<file path="src/shared/psb_regs.svh">
/*
 * Register offsets, field positions and reset values of the parallel slave
 * buffer status block. Included by the design module, the property module and the test bench.
 */
`ifndef PSB_REGS_SVH
`define PSB_REGS_SVH

// ----------------------------------------------------------------------------
// Register byte offsets
// ----------------------------------------------------------------------------
`define PSB_STATUS_OFS      12'h000
`define PSB_CTRL_OFS        12'h004
`define PSB_IRQ_STAT_OFS    12'h008
`define PSB_IRQ_MASK_OFS    12'h00c
`define PSB_IN_DATA_OFS     12'h010
`define PSB_OUT_DATA_OFS    12'h020

// ----------------------------------------------------------------------------
// Field positions
// ----------------------------------------------------------------------------
`define PSB_ST_OVF_BIT      14
`define PSB_ST_UNF_BIT      6
`define PSB_CTRL_SLAVE_BIT  0
`define PSB_IRQ_OVF_BIT     0
`define PSB_IRQ_UNF_BIT     1
`define PSB_IRQ_RX_BIT      2
`define PSB_IRQ_TX_BIT      3

// ----------------------------------------------------------------------------
// Reset values
// ----------------------------------------------------------------------------
`define PSB_CTRL_SLAVE_RST  1'b1
`define PSB_IRQ_MASK_RST    4'h0
`define PSB_IN_FULL_RST     1'b0
`define PSB_OUT_EMPTY_RST   1'b1
`define PSB_STICKY_RST      1'b0

`endif

</file>
<file path="src/shared/psb_pkg.sv">
/*
 * Types shared by the parallel slave buffer status block.
 * Assumes psb_regs.svh is on the include path.
 */
package psb_pkg;

    // Host-side pins, carried together through the synchroniser
    typedef struct packed {
        logic       cs;
        logic       wr;
        logic       rd;
        logic [1:0] addr;
        logic [7:0] data;
    } psb_host_pins_t;

    // Layout of the buffer status register
    typedef struct packed {
        logic [15:0] zero_hi;
        logic        input_all_full;
        logic        input_overflow_flag;
        logic [1:0]  zero_in;
        logic [3:0]  input_buffer_full_bits;
        logic        output_all_empty;
        logic        output_underflow_flag;
        logic [1:0]  zero_out;
        logic [3:0]  output_buffer_empty_bits;
    } psb_buffer_status_t;

endpackage

</file>
<file path="src/hw/psb_pin_sync.sv">
/*
 * Three-flop synchroniser plus filtered output flop for asynchronous host pins.
 * Assumes pins may change at any time relative to pclk.
 */
`timescale 1ns/100ps

module psb_pin_sync #(
    parameter int W = 1
) (
    // Clock and reset
    input  wire logic         pclk,
    input  wire logic         presetn,
    // Pins and result
    input  wire logic [W-1:0] pin_in,
    output logic      [W-1:0] pin_sync
);

    logic [W-1:0] s1_r;
    logic [W-1:0] s2_r;
    logic [W-1:0] s3_r;
    logic [W-1:0] out_r;
    logic [W-1:0] agree;
    logic [W-1:0] out_nxt;

    // A change is taken only once the second and third stage agree
    assign agree    = ~(s2_r ^ s3_r);
    assign out_nxt  = (s3_r & agree) | (out_r & ~agree);
    assign pin_sync = out_r;

    always_ff @(posedge pclk or negedge presetn) begin
        if (!presetn) begin
            s1_r  <= '0;
            s2_r  <= '0;
            s3_r  <= '0;
            out_r <= '0;
        end else begin
            s1_r  <= pin_in;
            s2_r  <= s1_r;
            s3_r  <= s2_r;
            out_r <= out_nxt;
        end
    end

endmodule

</file>
<file path="src/hw/psb_status.sv">
/*
 * Parallel slave port buffers with status flags, APB register access and
 * one level interrupt. Input buffers are filled by the external host and
 * drained by the CPU; output buffers run the other way.
 * Assumes host strobes are active high, data and address held stable from
 * at least three pclk cycles before the strobe rises until it falls.
 */
`timescale 1ns/100ps
`include "psb_regs.svh"

module psb_status
    import psb_pkg::*;
#(
    parameter int NUM_BUF = 4,
    parameter int ADDR_W  = 12
) (
    // APB clock and reset
    input  wire logic              pclk,
    input  wire logic              presetn,
    // APB slave
    input  wire logic              psel,
    input  wire logic              penable,
    input  wire logic              pwrite,
    input  wire logic [ADDR_W-1:0] paddr,
    input  wire logic [31:0]       pwdata,
    input  wire logic [3:0]        pstrb,
    output logic      [31:0]       prdata,
    output logic                   pready,
    output logic                   pslverr,
    // Interrupt
    output logic                   irq,
    // Host parallel port
    input  wire logic              host_cs,
    input  wire logic              host_wr,
    input  wire logic              host_rd,
    input  wire logic [1:0]        host_addr,
    input  wire logic [7:0]        host_data_in,
    output logic      [7:0]        host_data_out,
    output logic                   host_data_oe
);

    // ------------------------------------------------------------------------
    // Elaboration checks
    // ------------------------------------------------------------------------
    if (NUM_BUF < 1 || NUM_BUF > 4) begin : g_bad_num_buf
        $error("NUM_BUF must lie between 1 and 4");
    end
    if (ADDR_W < 6) begin : g_bad_addr_w
        $error("ADDR_W must be at least 6");
    end

    // ------------------------------------------------------------------------
    // Decode helpers
    // ------------------------------------------------------------------------
    function automatic logic word_hit(input logic [ADDR_W-1:0] a, input logic [11:0] ofs);
        logic [11:0] a12;
        a12      = 12'(a);
        word_hit = (a[ADDR_W-1:2] == (ADDR_W-2)'(ofs[11:2])) && (a12[1:0] == 2'h0);
    endfunction

    function automatic logic bank_hit(input logic [ADDR_W-1:0] a, input logic [11:0] base);
        logic [11:0] a12;
        a12      = 12'(a);
        bank_hit = (a[ADDR_W-1:4] == (ADDR_W-4)'(base[11:4])) && (a12[1:0] == 2'h0);
    endfunction

    function automatic logic [31:0] lane_merge(input logic [31:0] old_v, input logic [31:0] new_v,
                                               input logic [3:0] strb);
        logic [31:0] m;
        m          = {{8{strb[3]}}, {8{strb[2]}}, {8{strb[1]}}, {8{strb[0]}}};
        lane_merge = (new_v & m) | (old_v & ~m);
    endfunction

    // ------------------------------------------------------------------------
    // State
    // ------------------------------------------------------------------------
    // Byte storage
    logic [7:0]         in_buf_r   [NUM_BUF];
    logic [7:0]         out_buf_r  [NUM_BUF];
    logic [NUM_BUF-1:0] in_full_r;
    logic [NUM_BUF-1:0] in_full_nxt;
    logic [NUM_BUF-1:0] out_empty_r;
    logic [NUM_BUF-1:0] out_empty_nxt;

    // Sticky flags and mode
    logic               ovf_r;
    logic               ovf_nxt;
    logic               unf_r;
    logic               unf_nxt;
    logic               slave_mode_r;
    logic               slave_mode_nxt;

    // Interrupt
    logic [3:0]         irq_stat_r;
    logic [3:0]         irq_stat_nxt;
    logic [3:0]         irq_mask_r;
    logic [3:0]         irq_mask_nxt;
    logic               irq_r;

    // Bus answer
    logic [31:0]        prdata_r;
    logic [31:0]        prdata_nxt;
    logic               pready_r;
    logic               pslverr_r;
    logic               pslverr_nxt;

    // Host side
    logic [7:0]         hdout_r;
    logic [7:0]         hdout_nxt;
    logic               hoe_r;
    logic               wr_prev_r;
    logic               rd_prev_r;

    // ------------------------------------------------------------------------
    // Host pin synchronisation and strobe edges
    // ------------------------------------------------------------------------
    psb_host_pins_t host_raw;
    psb_host_pins_t host_sy;

    assign host_raw = '{cs: host_cs, wr: host_wr, rd: host_rd, addr: host_addr, data: host_data_in};

    psb_pin_sync #(
        .W        ($bits(psb_host_pins_t))
    ) u_pin_sync (
        .pclk     (pclk),
        .presetn  (presetn),
        .pin_in   (host_raw),
        .pin_sync (host_sy)
    );

    wire logic [1:0] h_idx     = host_sy.addr;
    wire logic       h_idx_ok  = (32'(h_idx) < NUM_BUF);
    // Host ignored outside slave mode
    wire logic       h_active  = slave_mode_r & host_sy.cs & h_idx_ok;
    wire logic       h_wr_evt  = h_active & host_sy.wr & ~wr_prev_r;
    wire logic       h_rd_evt  = h_active & host_sy.rd & ~rd_prev_r;

    // ------------------------------------------------------------------------
    // APB decode
    // ------------------------------------------------------------------------
    wire logic       acc       = psel & penable;
    // Answer comes in the second access cycle
    wire logic       acc_first = acc & ~pready_r;
    wire logic       done_ok   = acc & pready_r & ~pslverr_r;
    wire logic       wr_commit = done_ok & pwrite;
    wire logic       rd_commit = done_ok & ~pwrite;
    wire logic [1:0] c_idx     = paddr[3:2];
    wire logic       c_idx_ok  = (32'(c_idx) < NUM_BUF);
    wire logic       hit_stat  = word_hit(paddr, `PSB_STATUS_OFS);
    wire logic       hit_ctrl  = word_hit(paddr, `PSB_CTRL_OFS);
    wire logic       hit_istat = word_hit(paddr, `PSB_IRQ_STAT_OFS);
    wire logic       hit_imask = word_hit(paddr, `PSB_IRQ_MASK_OFS);
    wire logic       hit_in    = bank_hit(paddr, `PSB_IN_DATA_OFS) & c_idx_ok;
    wire logic       hit_out   = bank_hit(paddr, `PSB_OUT_DATA_OFS) & c_idx_ok;
    wire logic       mapped    = hit_stat | hit_ctrl | hit_istat | hit_imask | hit_in | hit_out;
    wire logic       cpu_in_rd = rd_commit & hit_in;
    wire logic       cpu_out_wr = wr_commit & hit_out & pstrb[0];

    // Unwritten status lanes 0 and 1 read as ones: no clear; ctrl and mask keep their value
    wire logic [31:0] wr_stat  = lane_merge(32'h0000_ffff, pwdata, pstrb);
    wire logic [31:0] wr_ctrl  = lane_merge(32'(slave_mode_r), pwdata, pstrb);
    wire logic [31:0] wr_mask  = lane_merge(32'(irq_mask_r), pwdata, pstrb);

    // ------------------------------------------------------------------------
    // Buffers and per-buffer flags
    // ------------------------------------------------------------------------
    logic [NUM_BUF-1:0] h_in_take;
    logic [NUM_BUF-1:0] h_in_ovf;
    logic [NUM_BUF-1:0] h_out_take;
    logic [NUM_BUF-1:0] h_out_unf;
    logic [NUM_BUF-1:0] c_in_clr;
    logic [NUM_BUF-1:0] c_out_fill;

    for (genvar i = 0; i < NUM_BUF; i++) begin : g_buf
        wire logic h_sel = (32'(h_idx) == i);
        wire logic c_sel = (32'(c_idx) == i);
        assign c_in_clr[i]   = cpu_in_rd & c_sel;
        assign c_out_fill[i] = cpu_out_wr & c_sel;
        // A CPU read in the same cycle frees the slot, so the byte is kept
        assign h_in_take[i]  = h_wr_evt & h_sel & (~in_full_r[i] | c_in_clr[i]);
        assign h_in_ovf[i]   = h_wr_evt & h_sel & in_full_r[i] & ~c_in_clr[i];
        // A CPU write in the same cycle is forwarded to the host
        assign h_out_take[i] = h_rd_evt & h_sel & (~out_empty_r[i] | c_out_fill[i]);
        assign h_out_unf[i]  = h_rd_evt & h_sel & out_empty_r[i] & ~c_out_fill[i];
        // Set wins over clear on both flags
        assign in_full_nxt[i]   = (in_full_r[i] & ~c_in_clr[i]) | h_in_take[i];
        assign out_empty_nxt[i] = (out_empty_r[i] & ~c_out_fill[i]) | h_rd_evt & h_sel;

        always_ff @(posedge pclk or negedge presetn) begin
            if (!presetn) begin
                in_buf_r[i]  <= 8'h00;
                out_buf_r[i] <= 8'h00;
            end else begin
                if (h_in_take[i]) begin
                    in_buf_r[i] <= host_sy.data;
                end
                if (c_out_fill[i]) begin
                    out_buf_r[i] <= pwdata[7:0];
                end
            end
        end
    end

    // ------------------------------------------------------------------------
    // Aggregate and sticky status
    // ------------------------------------------------------------------------
    wire logic        all_full   = &in_full_r;
    wire logic        all_empty  = &out_empty_r;
    wire logic        ovf_evt    = |h_in_ovf;
    wire logic        unf_evt    = |h_out_unf;
    wire logic        stat_wr    = wr_commit & hit_stat;

    // Software writes zero to clear; a new event in that cycle still sets
    assign ovf_nxt = (ovf_r & ~(stat_wr & ~wr_stat[`PSB_ST_OVF_BIT])) | ovf_evt;
    assign unf_nxt = (unf_r & ~(stat_wr & ~wr_stat[`PSB_ST_UNF_BIT])) | unf_evt;

    psb_buffer_status_t stat_word;
    assign stat_word = '{
        zero_hi:                  16'h0000,
        input_all_full:           all_full,
        input_overflow_flag:      ovf_r,
        zero_in:                  2'h0,
        input_buffer_full_bits:   4'(in_full_r),
        output_all_empty:         all_empty,
        output_underflow_flag:    unf_r,
        zero_out:                 2'h0,
        output_buffer_empty_bits: 4'(out_empty_r)
    };

    // ------------------------------------------------------------------------
    // Control, interrupt status and mask
    // ------------------------------------------------------------------------
    wire logic [3:0] irq_evt;
    assign irq_evt[`PSB_IRQ_OVF_BIT] = ovf_evt;
    assign irq_evt[`PSB_IRQ_UNF_BIT] = unf_evt;
    assign irq_evt[`PSB_IRQ_RX_BIT]  = |h_in_take;
    assign irq_evt[`PSB_IRQ_TX_BIT]  = |h_out_take;

    // Only the bits returned by the read are cleared, so late events survive
    wire logic [3:0] irq_rd_clr = (rd_commit & hit_istat) ? prdata_r[3:0] : 4'h0;

    assign irq_stat_nxt   = (irq_stat_r & ~irq_rd_clr) | irq_evt;
    assign irq_mask_nxt   = (wr_commit & hit_imask) ? wr_mask[3:0] : irq_mask_r;
    assign slave_mode_nxt = (wr_commit & hit_ctrl) ? wr_ctrl[`PSB_CTRL_SLAVE_BIT] : slave_mode_r;

    // ------------------------------------------------------------------------
    // Read data mux
    // ------------------------------------------------------------------------
    // Status is meaningless in master mode, so it reads as zero there
    wire logic [31:0] rd_stat  = slave_mode_r ? 32'(stat_word) : 32'h0000_0000;
    wire logic [31:0] rd_word  =
        hit_stat  ? rd_stat :
        hit_ctrl  ? 32'(slave_mode_r) :
        hit_istat ? 32'(irq_stat_r) :
        hit_imask ? 32'(irq_mask_r) :
        hit_in    ? 32'(in_buf_r[c_idx]) :
        hit_out   ? 32'(out_buf_r[c_idx]) : 32'h0000_0000;

    assign prdata_nxt  = (acc_first & ~pwrite) ? rd_word : prdata_r;
    assign pslverr_nxt = acc_first & ~mapped;

    // ------------------------------------------------------------------------
    // Host read data
    // ------------------------------------------------------------------------
    wire logic [7:0] fwd_byte = pstrb[0] ? pwdata[7:0] : out_buf_r[h_idx];
    wire logic       fwd_hit  = cpu_out_wr & (c_idx == h_idx);

    assign hdout_nxt = ~h_rd_evt ? hdout_r :
                       fwd_hit   ? fwd_byte :
                       out_buf_r[h_idx];

    // ------------------------------------------------------------------------
    // Registers
    // ------------------------------------------------------------------------
    // Flags, mode and interrupt state
    always_ff @(posedge pclk or negedge presetn) begin
        if (!presetn) begin
            in_full_r    <= {NUM_BUF{`PSB_IN_FULL_RST}};
            out_empty_r  <= {NUM_BUF{`PSB_OUT_EMPTY_RST}};
            ovf_r        <= `PSB_STICKY_RST;
            unf_r        <= `PSB_STICKY_RST;
            slave_mode_r <= `PSB_CTRL_SLAVE_RST;
            irq_stat_r   <= 4'h0;
            irq_mask_r   <= `PSB_IRQ_MASK_RST;
        end else begin
            in_full_r    <= in_full_nxt;
            out_empty_r  <= out_empty_nxt;
            ovf_r        <= ovf_nxt;
            unf_r        <= unf_nxt;
            slave_mode_r <= slave_mode_nxt;
            irq_stat_r   <= irq_stat_nxt;
            irq_mask_r   <= irq_mask_nxt;
        end
    end

    // One wait state lets read data come from a flop
    always_ff @(posedge pclk or negedge presetn) begin
        if (!presetn) begin
            pready_r  <= 1'b0;
            pslverr_r <= 1'b0;
            prdata_r  <= 32'h0000_0000;
            irq_r     <= 1'b0;
        end else begin
            pready_r  <= acc_first;
            pslverr_r <= pslverr_nxt;
            prdata_r  <= prdata_nxt;
            irq_r     <= |(irq_stat_nxt & irq_mask_nxt);
        end
    end

    always_ff @(posedge pclk or negedge presetn) begin
        if (!presetn) begin
            wr_prev_r <= 1'b0;
            rd_prev_r <= 1'b0;
            hdout_r   <= 8'h00;
            hoe_r     <= 1'b0;
        end else begin
            wr_prev_r <= host_sy.wr;
            rd_prev_r <= host_sy.rd;
            hdout_r   <= hdout_nxt;
            hoe_r     <= slave_mode_r & host_sy.cs & host_sy.rd;
        end
    end

    // ------------------------------------------------------------------------
    // Outputs
    // ------------------------------------------------------------------------
    assign prdata        = prdata_r;
    assign pready        = pready_r;
    assign pslverr       = pslverr_r;
    assign irq           = irq_r;
    assign host_data_out = hdout_r;
    assign host_data_oe  = hoe_r;

endmodule

</file>
<file path="config.mk">
export PLATFORM = sky130hd
export DESIGN_NAME = psb_status
export DESIGN_NICKNAME = d
export VERILOG_FILES = /design/src/shared/psb_pkg.sv /design/src/hw/psb_pin_sync.sv /design/src/hw/psb_status.sv
export VERILOG_INCLUDE_DIRS = /design/src /design/src/shared
export SDC_FILE = /design/constraint.sdc
export NUM_CORES = 1
export LEC_CHECK = 0
export ABC_CLOCK_PERIOD_IN_PS = 4400
export BUFFER_PORTS_ARGS = -buffer_cell sky130_fd_sc_hd__buf_2
export CORE_ASPECT_RATIO = 2
export CORE_UTILIZATION = 26
export CTS_BUF_LIST = sky130_fd_sc_hd__clkbuf_16
export DETAILED_ROUTE_END_ITERATION = 10
export GPL_TIMING_DRIVEN = 0
export PLACE_DENSITY = 0.51
export SYNTH_ARGS = -nofsm -noshare
export SYNTH_HDL_FRONTEND = slang
export SYNTH_SLANG_ARGS = --single-unit
export TNS_END_PERCENT = 5
</file>
<file path="constraint.sdc">
create_clock -name pclk -period 4.4 [get_ports pclk]
set_input_delay 0.88 -clock pclk [delete_from_list [all_inputs] [get_ports pclk]]
set_output_delay 0.88 -clock pclk [all_outputs]
set_load 0.005 [all_outputs]
</file>
==> impl_metrics.csv, run 1 <==
group,metric,value,unit
detailed_routing,antenna_left,0,
yosys,syn_avg_cell_area,13.4,um^2
setup_path,crit_path_top_delay_cell,"nor3_2",
clock_tree,ctsHoldBuffers,0,
yosys,synthArstFlopShare,1.00,
placed_design,dp_hpwl,13800,um
timing,fin_ws,355,ps
setup_path,crit_fanout,10,
clock_tree,clock_latency,440,ps
yosys,synth_edf_count,0,
global_route,grt_start_max_net_pins,86,
yosys,ys_ff_latch,163,
run_status,status,"complete, no violations",
timing,report.final.slew_viol_count,0,
placed_design,gp_congestion,0.894,
global_route,grt_pass1_wl,28800,um
timing,fmax,247,MHz
die,design.core.area,26800,um^2
clock_tree,cts_buffers,17,
timing,hold_viol_final,0,
setup_path,startpoint_type,"input port",
detailed_routing,wl,18800,um
setup_path,cpMostUsedCell,"or4_4",
pwr,powerDensity,378,nW/um^2
detailed_routing,dr_total_vias,4548,
detailed_routing,drc,0,
detailed_routing,first_iter_violations,273,
setup_path,crit_arrival,4300,ps
detailed_routing,routedWlPerCell,19.1,um
timing,worstMarginPinSlew,1340,ps
yosys,yosys.cell_types.count,52,
die,die_y,235,um
yosys,synth_flop_cell,"dfrtp_1",
clock_tree,clock_sinks,163,
yosys,ys_seq_area_frac,0.579,
yosys,yosys_warnings,0,
yosys,syn_area,7050,um^2
layout,layout.nets,690,
die,num_rows,85,
job,max-cap-violations,0,
global_route,antenna_found_initial,1,
detailed_routing,drtPass1Iterations,5,
pwr,leakage,3.81,nW
timing,clock_skew,9.50,ps
die,die_area,27800,um^2
setup_path,crit_path_end_kind,"flip-flop",
clock_tree,cts_resized,0,
placed_design,port_buffers,62,
timing,min_period,4040,ps
timing,max_slew_margin,0.101,
clock_tree,cts_tree,"done",
setup_path,worstPathRequired,4660,ps
die,die_w,118,um
detailed_routing,via_per_inst,4.62,
clock_tree,clk_pin_slew,60,ps
pwr,ir_drop,0.242,mV
worst_hold_path,hold_path_class,"reg -> reg",
die,ios,110,
timing,setup_viol,0,
clock_tree,clk_path_buf_depth,2,
timing,rsz0062_at_grt,"false",
global_route,overflow,0,
clock_tree,htreeDepth,4,
timing,finalCritPeriodShare,0.919,
layout,antennaDiodeCount,0,
global_route,grt_usage,0.143,
layout,drive_gt1_frac,0.359,
clock_tree,ctsRootBufferMaster,"clkbuf_16",
die,start_util,0.263,
setup_path,path_class,"in -> reg",
yosys,synth_cells,525,
placed_design,dpl_worst_slack,-364,ps
layout,syn2layout_area_growth,20.5,%
global_route,grt_pass1_vias,4722,
setup_path,critPathMaxStageDelay,770,ps
setup_path,cp_cell_sequence,"buf_2 > or4_4 > or4_4 > buf_6 > nor3_2 > o22ai_1 > o31a_1 > or4_1",
clock_tree,post_cts_buffers,0,
pwr,total_power,3.21,mW
through the flow:
| stage | instance area [um^2] | util | hold slack, ps | instances | setup TNS, ps |
|---|---|---|---|---|---|
| floorplan | 7120 | - | 331 | 542 | 0 |
| global placement | 7860 | 0.293 | 332 | 952 | -16660 |
| detailed placement | 7910 | 0.295 | 335 | 953 | -364 |
| CTS | 8490 | 0.317 | 348 | 985 | 0 |
| global route | 8500 | 0.317 | 353 | 985 | 0 |
| finish | 8500 | 0.317 | 347 | 985 | 0 |
final timing paths:
kind,from,endpoint,cells past startpoint,slack [ps]
hold reg to reg,u_pin_sync.s1_r[12],u_pin_sync.s2_r[12],0,350
setup / recovery,paddr[11],irq,8,360
min in group asynchronous,presetn,in_buf_r[17],1,410
setup reg to reg,pslverr,irq,7,780
hold / removal,u_pin_sync.s1_r[12],u_pin_sync.s2_r[12],0,350
max in group asynchronous,presetn,out_empty_r[0],2,3120
cells in the mapped netlist (all sizes together), types with 7 or more instances:
| cell | n | area, um^2 |
|---|---|---|
| mux4 | 24 | 541 |
| nand2 | 44 | 165 |
| mux2i | 10 | 100 |
| o31ai | 7 | 52.6 |
| nor2 | 24 | 90.1 |
| o21ai | 25 | 125 |
| dfrtp | 158 | 3950 |
| a22oi | 7 | 52.6 |
| nand3 | 11 | 55.1 |
| buf | 24 | 173 |
| maj3 | 13 | 130 |
| clkbuf | 16 | 60.1 |
| mux2 | 70 | 792 |
logic make-up (layout without fill, tap and decap cells):
family          count (synthesis)  count (layout)  share of synthesized area
flops                         163             163                      0.579
simple gates                  129             129                     0.0969
mux                           104             104                      0.203
compound gates                 67              67                     0.0624
buf+inv                        45             140                     0.0357
fa+ha+maj                      13              13                     0.0184
xor+xnor                        3               3                    0.00373
other cells                     1              18                   0.000532
sequential cells by signal, summed over array words and instances, names as in the netlist, named ones only:
| signal | count |
|---|---|
| in_buf_r | 32 |
| out_buf_r | 32 |
| prdata | 14 |
| u_pin_sync.s1_r | 13 |
| u_pin_sync.s2_r | 13 |
| u_pin_sync.s3_r | 13 |
| host_data_out | 8 |
| in_full_r | 4 |
| irq_mask_r | 4 |
| irq_stat_r | 4 |
| out_empty_r | 4 |
| host_data_oe | 1 |
| irq | 1 |
| ovf_r | 1 |
| pready | 1 |
| pslverr | 1 |
| rd_prev_r | 1 |
| unf_r | 1 |
| wr_prev_r | 1 |
power breakdown:
| group | switching, mW | internal [mW] |
|---|---|---|
| sequential | 0.0287 | 1.54 |
| clock | 0.635 | 0.838 |
| combinational | 0.109 | 0.0652 |
| total | 0.773 | 2.44 |
metal layers:
metal,global-route usage,up-vias,wire length [um]
li1,-,2091,-
met1,0.141,2320,6750
met2,0.271,98,10700
met3,0.0269,37,547
met4,0.0852,2,744
met5,0,-,13
cell usage in the layout (no fill, tap or decap), drive strengths merged, types with 10 or more instances in the layout:
master,n
buf,87
dfrtp,158
o21ai,25
mux2,70
nor2,24
mux2i,10
mux4,24
nand2,44
clkbuf,33
nand3,11
maj3,13
conb,18
cell type report:
cell class	instances	area (um^2)
Timing Repair Buffer	63	348
Tap cell	348	435
Inverter	5	18.8
Buffer	40	233
Multi-Input combinational cell	334	2800
Clock inverter	15	156
Sequential cell	163	4090
Fill cell	2726	18300
Clock buffer	17	425
worst max-delay path: cells and delay by family:
family | cells | cell delay, ps
compound gates | 2 | 760
simple gates | 4 | 2370
buf+inv | 2 | 260
No activity file was read; power rests on OpenSTA's default activity.
==> inputs of run 2 (changes only) <==
--- a/config.mk
+++ b/config.mk
@@ -6,14 +6,15 @@
 export SDC_FILE = /design/constraint.sdc
 export NUM_CORES = 1
 export LEC_CHECK = 0
+export ABC_AREA = 1
 export ABC_CLOCK_PERIOD_IN_PS = 4400
 export BUFFER_PORTS_ARGS = -buffer_cell sky130_fd_sc_hd__buf_2
 export CORE_ASPECT_RATIO = 2
-export CORE_UTILIZATION = 26
+export CORE_UTILIZATION = 44
 export CTS_BUF_LIST = sky130_fd_sc_hd__clkbuf_16
 export DETAILED_ROUTE_END_ITERATION = 10
 export GPL_TIMING_DRIVEN = 0
-export PLACE_DENSITY = 0.51
+export PLACE_DENSITY = 0.72
 export SYNTH_ARGS = -nofsm -noshare
 export SYNTH_HDL_FRONTEND = slang
 export SYNTH_SLANG_ARGS = --single-unit
==> run 2 against run 1 <==
Against the previous run:
- clock skew increased by 0.79 ps
- wire length decreased by 3.2%
- total power decreased by 1.7%
- first-iteration DRC count increased by 44%
- non-clock buffer count increased by 3
- critical endpoint is now prdata[1]
- cell area increased by 0.59%
==> impl_metrics.csv, run 2 <==
group,metric,value,unit
pwr,leakage,4.24,nW
yosys,ys_top_cells_by_area,"dfrtp_1 54%, nand2_1 8.9%, o21ai_0 4.9%",
yosys,yosysMostFrequentCell,"nand2_1",
clock_tree,clk_pin_slew,70,ps
layout,mostFrequentLayoutCells,"173 x nand2_1, 158 x dfrtp_1, 72 x buf_2, 72 x o21ai_0, 64 x inv_1",
setup_path,crit_path_end_kind,"flip-flop",
timing,fin_ws,2060,ps
yosys,synth_cells,763,
die,design.core.area,16300,um^2
placed_design,dp_hpwl,13300,um
layout,fin_cells,1082,
detailed_routing,via_per_inst,5.29,
die,die_y,184,um
layout,syn2layout_area_growth,16.8,%
setup_path,worstPathRequired,4770,ps
yosys,yosysTopAreaCell,"dfrtp_1",
detailed_routing,drc,0,
yosys,synth_flop_cell,"dfrtp_1",
detailed_routing,dr_total_vias,5719,
job,max-cap-violations,0,
detailed_routing,drtPass1Iterations,5,
clock_tree,cts_buffers,17,
global_route,grt_pass1_wl,29000,um
timing,rsz0062_at_grt,"false",
timing,fmax,427,MHz
clock_tree,clock_sinks,163,
detailed_routing,first_iter_violations,393,
setup_path,cp-startpoint,"paddr[11]",
detailed_routing,antenna_left,0,
clock_tree,ctsRootBufferMaster,"clkbuf_16",
yosys,synth_adder_area_share,0.0178,
die,start_util,0.450,
timing,clock_skew,10.3,ps
die,ios,110,
yosys,yosys.area_share.xor_xnor,0.00239,
layout,fin_area,8550,um^2
clock_tree,post_cts_buffers,0,
timing,hold_viol_final,0,
timing,setup_viol,0,
clock_tree,htreeDepth,4,
clock_tree,ctsHoldBuffers,0,
global_route,overflow,0,
clock_tree,cts_resized,0,
yosys,ys_ff_latch,163,
global_route,grt_pass1_vias,5707,
run_status,status,"complete, no violations",
die,num_rows,66,
yosys,syn_avg_cell_area,9.59,um^2
timing,finalCritPeriodShare,0.532,
yosys,ys_seq_area_frac,0.558,
clock_tree,clock_latency,430,ps
die,die_w,93.2,um
global_route,grt_usage,0.228,
clock_tree,cts_tree,"done",
yosys,syn_area,7320,um^2
die,die_area,17200,um^2
yosys,synth_top_family_by_area,"simple AND/OR/NAND/NOR gates",
yosys,synth-compound-area-share,0.128,
placed_design,place_area,8000,um^2
yosys,yosys.area_share.simple,0.218,
yosys,synthTopCellsByCount,"173 x nand2_1, 158 x dfrtp_1, 72 x o21ai_0",
global_route,antenna_found_initial,0,
yosys,synth_edf_count,0,
yosys,synth_top_area_share,0.540,
detailed_routing,routedWlPerCell,16.8,um
yosys,synthArstFlopShare,1.00,
placed_design,placed_cells,1050,
clock_tree,clk_path_buf_depth,2,
yosys,yosys.cell_types.count,46,
pwr,powerDensity,369,nW/um^2
yosys,yosys_warnings,0,
layout,drive_gt1_frac,0.228,
setup_path,crit_fanout,8,
yosys,synthMuxAreaShare,0,
setup_path,crit_arrival,2710,ps
timing,worstMarginPinSlew,990,ps
timing,tns,0,ps
worst_hold_path,hold_path_class,"reg -> reg",
setup_path,r2r_setup_slack,2410,ps
global_route,grt_start_max_net_pins,111,
layout,antennaDiodeCount,0,
setup_path,path_class,"in -> reg",
setup_path,startpoint_type,"input port",
timing,timing.hold.ws,347,ps
layout,final_common_cell,"nand2_1",
timing,report.final.slew_viol_count,0,
placed_design,dpl_worst_slack,1670,ps
worst_hold_path,min_from,"u_pin_sync.s1_r[4]",
placed_design,gp_congestion,0.934,
timing,max_slew_margin,0.340,
placed_design,port_buffers,65,
pwr,ir_drop,0.301,mV
layout,layout.nets,931,
timing,min_period,2340,ps
detailed_routing,wl,18200,um
-- run 2: cell count changes after synthesis, moves of 10 or more --
cell | previous run | this run
nand4_1 | 2 | 12
a21oi_1 | 2 | 12
o21ai_1 | 0 | 34
inv_1 | 5 | 62
inv_2 | 0 | 11
mux2i_1 | 10 | 0
mux2_2 | 69 | 0
nand3_1 | 11 | 29
mux4_2 | 24 | 0
o21ai_0 | 25 | 72
nand2_1 | 44 | 173
-- run 2: per-stage QoR --
step / utilization / total power, mW
after floorplan: - / 1.70
after global placement: 0.489 / 1.79
final: 0.526 / 3.16
after global routing: 0.526 / 3.27
after detailed placement: 0.492 / 1.80
after CTS: 0.526 / 3.18
-- run 2: cell families after synthesis --
logic type,after synthesis
fa+ha+maj,13
buf+inv,115
flops,163
simple gates,306
other cells,1
compound gates,163
xor+xnor,2
-- run 2: area by class of cell --
class / instances / area (um^2)
multi-input combinational: 502 / 2750
buffer: 40 / 269
inverter: 75 / 282
tap: 204 / 255
sequential: 163 / 4090
clock inverter: 15 / 125
timing repair buffer: 66 / 363
clock buffer: 17 / 425
fill: 1494 / 7720
-- run 2: per-layer routing --
metal / up-vias / wire length (um) / GRT usage
met5: - / 0 / 0
li1: 2708 / - / -
met2: 252 / 9250 / 0.377
met3: 76 / 894 / 0.0441
met4: 0 / 1340 / 0.194
met1: 2683 / 6710 / 0.246
-- run 2: worst max-delay path, stage by stage --
cell and delay, ps:
buf_2 110, nor2_4 210, nand3_4 170, a21oi_1 800, nand3_1 220, a21oi_1 200
o21ba_1 120
-- run 2: power by group --
| group | switching [mW] | leakage (nW) | total, mW | internal, mW |
|---|---|---|---|---|
| registers | 0.0216 | 2.10 | 1.56 | 1.54 |
| clock network | 0.648 | 0.278 | 1.39 | 0.737 |
| logic | 0.140 | 1.87 | 0.210 | 0.0702 |
| total | 0.810 | 4.24 | 3.16 | 2.35 |
-- run 2: final timing paths --
check	to	depth (start not counted)
min in group asynchronous	prdata[4]	1
hold / removal	u_pin_sync.s2_r[4]	0
max in group asynchronous	host_data_out[3]	2
setup / recovery	prdata[1]	7
setup reg to reg	irq	12
hold reg to reg	u_pin_sync.s2_r[4]	0
==> inputs of run 3 (changes only) <==
--- a/config.mk
+++ b/config.mk
@@ -6,8 +6,8 @@
 export SDC_FILE = /design/constraint.sdc
 export NUM_CORES = 1
 export LEC_CHECK = 0
-export ABC_AREA = 1
-export ABC_CLOCK_PERIOD_IN_PS = 4400
+export ABC_AREA = 0
+export ABC_CLOCK_PERIOD_IN_PS = 2400
 export BUFFER_PORTS_ARGS = -buffer_cell sky130_fd_sc_hd__buf_2
 export CORE_ASPECT_RATIO = 2
 export CORE_UTILIZATION = 44
==> constraint.sdc (replaced) <==
create_clock -name pclk -period 2.4 [get_ports pclk]
set_input_delay 0.48 -clock pclk [delete_from_list [all_inputs] [get_ports pclk]]
set_output_delay 0.48 -clock pclk [all_outputs]
set_load 0.005 [all_outputs]
==> run 3 against run 2 <==
Against the previous run:
- non-clock buffer count grew 8
- core utilization grew 2.6 points
- largest power group unchanged
- the run now ends with negative setup slack left
- combinational power grew 53%
- sequential power grew 84%
- clock power grew 98%
- setup slack lost 2400 ps
- cell count shrank 22%
==> impl_metrics.csv, run 3 (synthesis results as in run 1) <==
group,metric,value,unit
layout,mostFrequentLayoutCells,"158 x dfrtp_1, 68 x mux2_2, 59 x buf_2",
layout,syn2layout_area_growth,22.7,%
global_route,overflow,0,
timing,worstMarginPinSlew,1310,ps
global_route,grt_pass1_vias,5148,
run_status,status,"complete, but fails checks",
detailed_routing,first_iter_violations,234,
timing,hold_viol_final,0,
detailed_routing,drtPass1Iterations,4,
die,die_w,91.5,um
pwr,ir_drop,0.576,mV
clock_tree,ctsRootBufferMaster,"clkbuf_16",
setup_path,crit_path_end_kind,"flip-flop",
timing,finalCritPeriodShare,1.15,
layout,utilization,0.551,
setup_path,cpMostUsedCell,"or4_4",
detailed_routing,via_per_inst,5.59,
setup_path,path_class,"in -> reg",
layout,fin_area,8650,um^2
die,ios,110,
timing,max_slew_margin,0.123,
die,design.core.area,15700,um^2
setup_path,path_depth,7,
setup_path,cp_cell_sequence,"buf_6 > or4_4 > or4_4 > or3_4 > mux2_4 > o31a_1 > or4_4",
worst_hold_path,hold_path_class,"in -> async",
run_status,violations,"negative setup slack",
setup_path,crit_path_top_delay_cell,"or4_4",
clock_tree,clock_latency,430,ps
clock_tree,clk_path_buf_depth,2,
pwr,leakage,4.00,nW
die,num_rows,65,
die,die_y,181,um
layout,final_common_cell,"dfrtp_1",
global_route,antenna_found_initial,0,
setup_path,crit_family,"simple AND/OR/NAND/NOR gates",
clock_tree,clock_sinks,163,
setup_path,crit_arrival,3050,ps
timing,report.final.slew_viol_count,0,
placed_design,gp_congestion,0.956,
global_route,grt_pass1_wl,28400,um
clock_tree,htreeDepth,4,
clock_tree,cts_tree,"done",
setup_path,critPathMaxStageDelay,540,ps
layout,layout.nets,701,
timing,fmax,363,MHz
detailed_routing,drc,0,
clock_tree,cts_buffers,17,
clock_tree,clk_pin_slew,70,ps
timing,setup_viol,18,
detailed_routing,wl,17900,um
placed_design,dp_hpwl,13000,um
placed_design,port_buffers,62,
detailed_routing,dr_total_vias,4748,
setup_path,worstPathRequired,2690,ps
setup_path,startpoint_type,"input port",
global_route,grt_usage,0.235,
detailed_routing,routedWlPerCell,21.1,um
job,max-cap-violations,0,
clock_tree,ctsHoldBuffers,0,
die,start_util,0.449,
global_route,grt_start_max_net_pins,92,
timing,rsz0062_at_grt,"true",
timing,clock_skew,7.01,ps
setup_path,crit_fanout,4,
setup_path,cp_num_buf_inv,1,
placed_design,place_area,7740,um^2
timing,min_period,2760,ps
detailed_routing,antenna_left,0,
layout,drive_gt1_frac,0.404,
layout,antennaDiodeCount,0,
die,die_area,16600,um^2
timing,fin_ws,-358,ps
setup_path,rr_worst_depth,6,
pwr,powerDensity,688,nW/um^2
==> run 3: cell types whose count changed in the layout (fill, tap and decap cells not counted), sizes merged, moves of 27 or more <==
| cell | before | now |
|---|---|---|
| nand2 | 186 | 44 |
| nor2 | 51 | 24 |
| nand3 | 39 | 11 |
| inv | 82 | 13 |
| mux2 | 0 | 70 |
| o21ai | 107 | 25 |
==> run 3: final timing paths <==
kind	start	to	slack, ps
min in group pclk	host_data_in[7]	u_pin_sync.s1_r[7]	150
worst max register to register	pslverr	irq	-300
max in group asynchronous	presetn	out_empty_r[2]	1410
worst max-delay path	paddr[11]	irq	-360
worst min-delay path	presetn	prdata[5]	70
worst min register to register	u_pin_sync.s1_r[5]	u_pin_sync.s2_r[5]	350
==> run 3: metrics by stage <==
| step | worst slack [ps] | total power, mW | TNS, ps | hold slack (ps) | std cells |
|---|---|---|---|---|---|
| 2_1_floorplan | -636 | 3.06 | -8060 | 184 | 542 |
| 3_3_place_gp | -1650 | 3.22 | -276090 | 331 | 805 |
| 3_5_place_dp | -1620 | 3.24 | -61570 | 336 | 806 |
| 4_1_cts | -517 | 6.00 | -6400 | 82.8 | 847 |
| 5_1_grt | -384 | 6.15 | -3360 | 115 | 849 |
| 6_report | -358 | 5.95 | -781 | 72.4 | 849 |
==> run 3: final cells by class <==
cell class,instances,area [um^2]
plain buffers,37,223
flip-flops and latches,163,4090
fillers,1329,7050
clock inverters,15,186
inverters,5,18.8
well taps,201,251
repair buffers,77,512
multi-input cells,334,2950
clock buffers,17,425
==> run 3: layer usage <==
| layer | GRT usage | wire, um | vias up | part of all wire |
|---|---|---|---|---|
| met5 | 0 | 0 | - | 0 |
| met4 | 0.178 | 1230 | 0 | 0.069 |
| met3 | 0.0480 | 673 | 55 | 0.038 |
| met2 | 0.415 | 9830 | 152 | 0.55 |
| met1 | 0.238 | 6190 | 2424 | 0.35 |
| li1 | - | - | 2117 | - |
==> run 3: power breakdown <==
group | total, mW | switching, mW | internal [mW]
combinational | 0.322 | 0.197 | 0.124
sequential | 2.87 | 0.0572 | 2.82
clock | 2.75 | 1.26 | 1.50
total | 5.95 | 1.51 | 4.44
==> run 3: what timing repair did <==
item,CTS,global route
setup buffers,10,4
gates cloned,0,0
setup endpoints to repair,78,77
pin swaps,10,9
gates resized for setup,30,15
==> run 3: worst reg2reg max path, stage by stage, from the launching register on <==
cell,delay (ps)
dfrtp_1,400
nand4b_1,240
or4_4,500
or3_4,480
mux2_4,320
o31a_1,110
or4_4,500
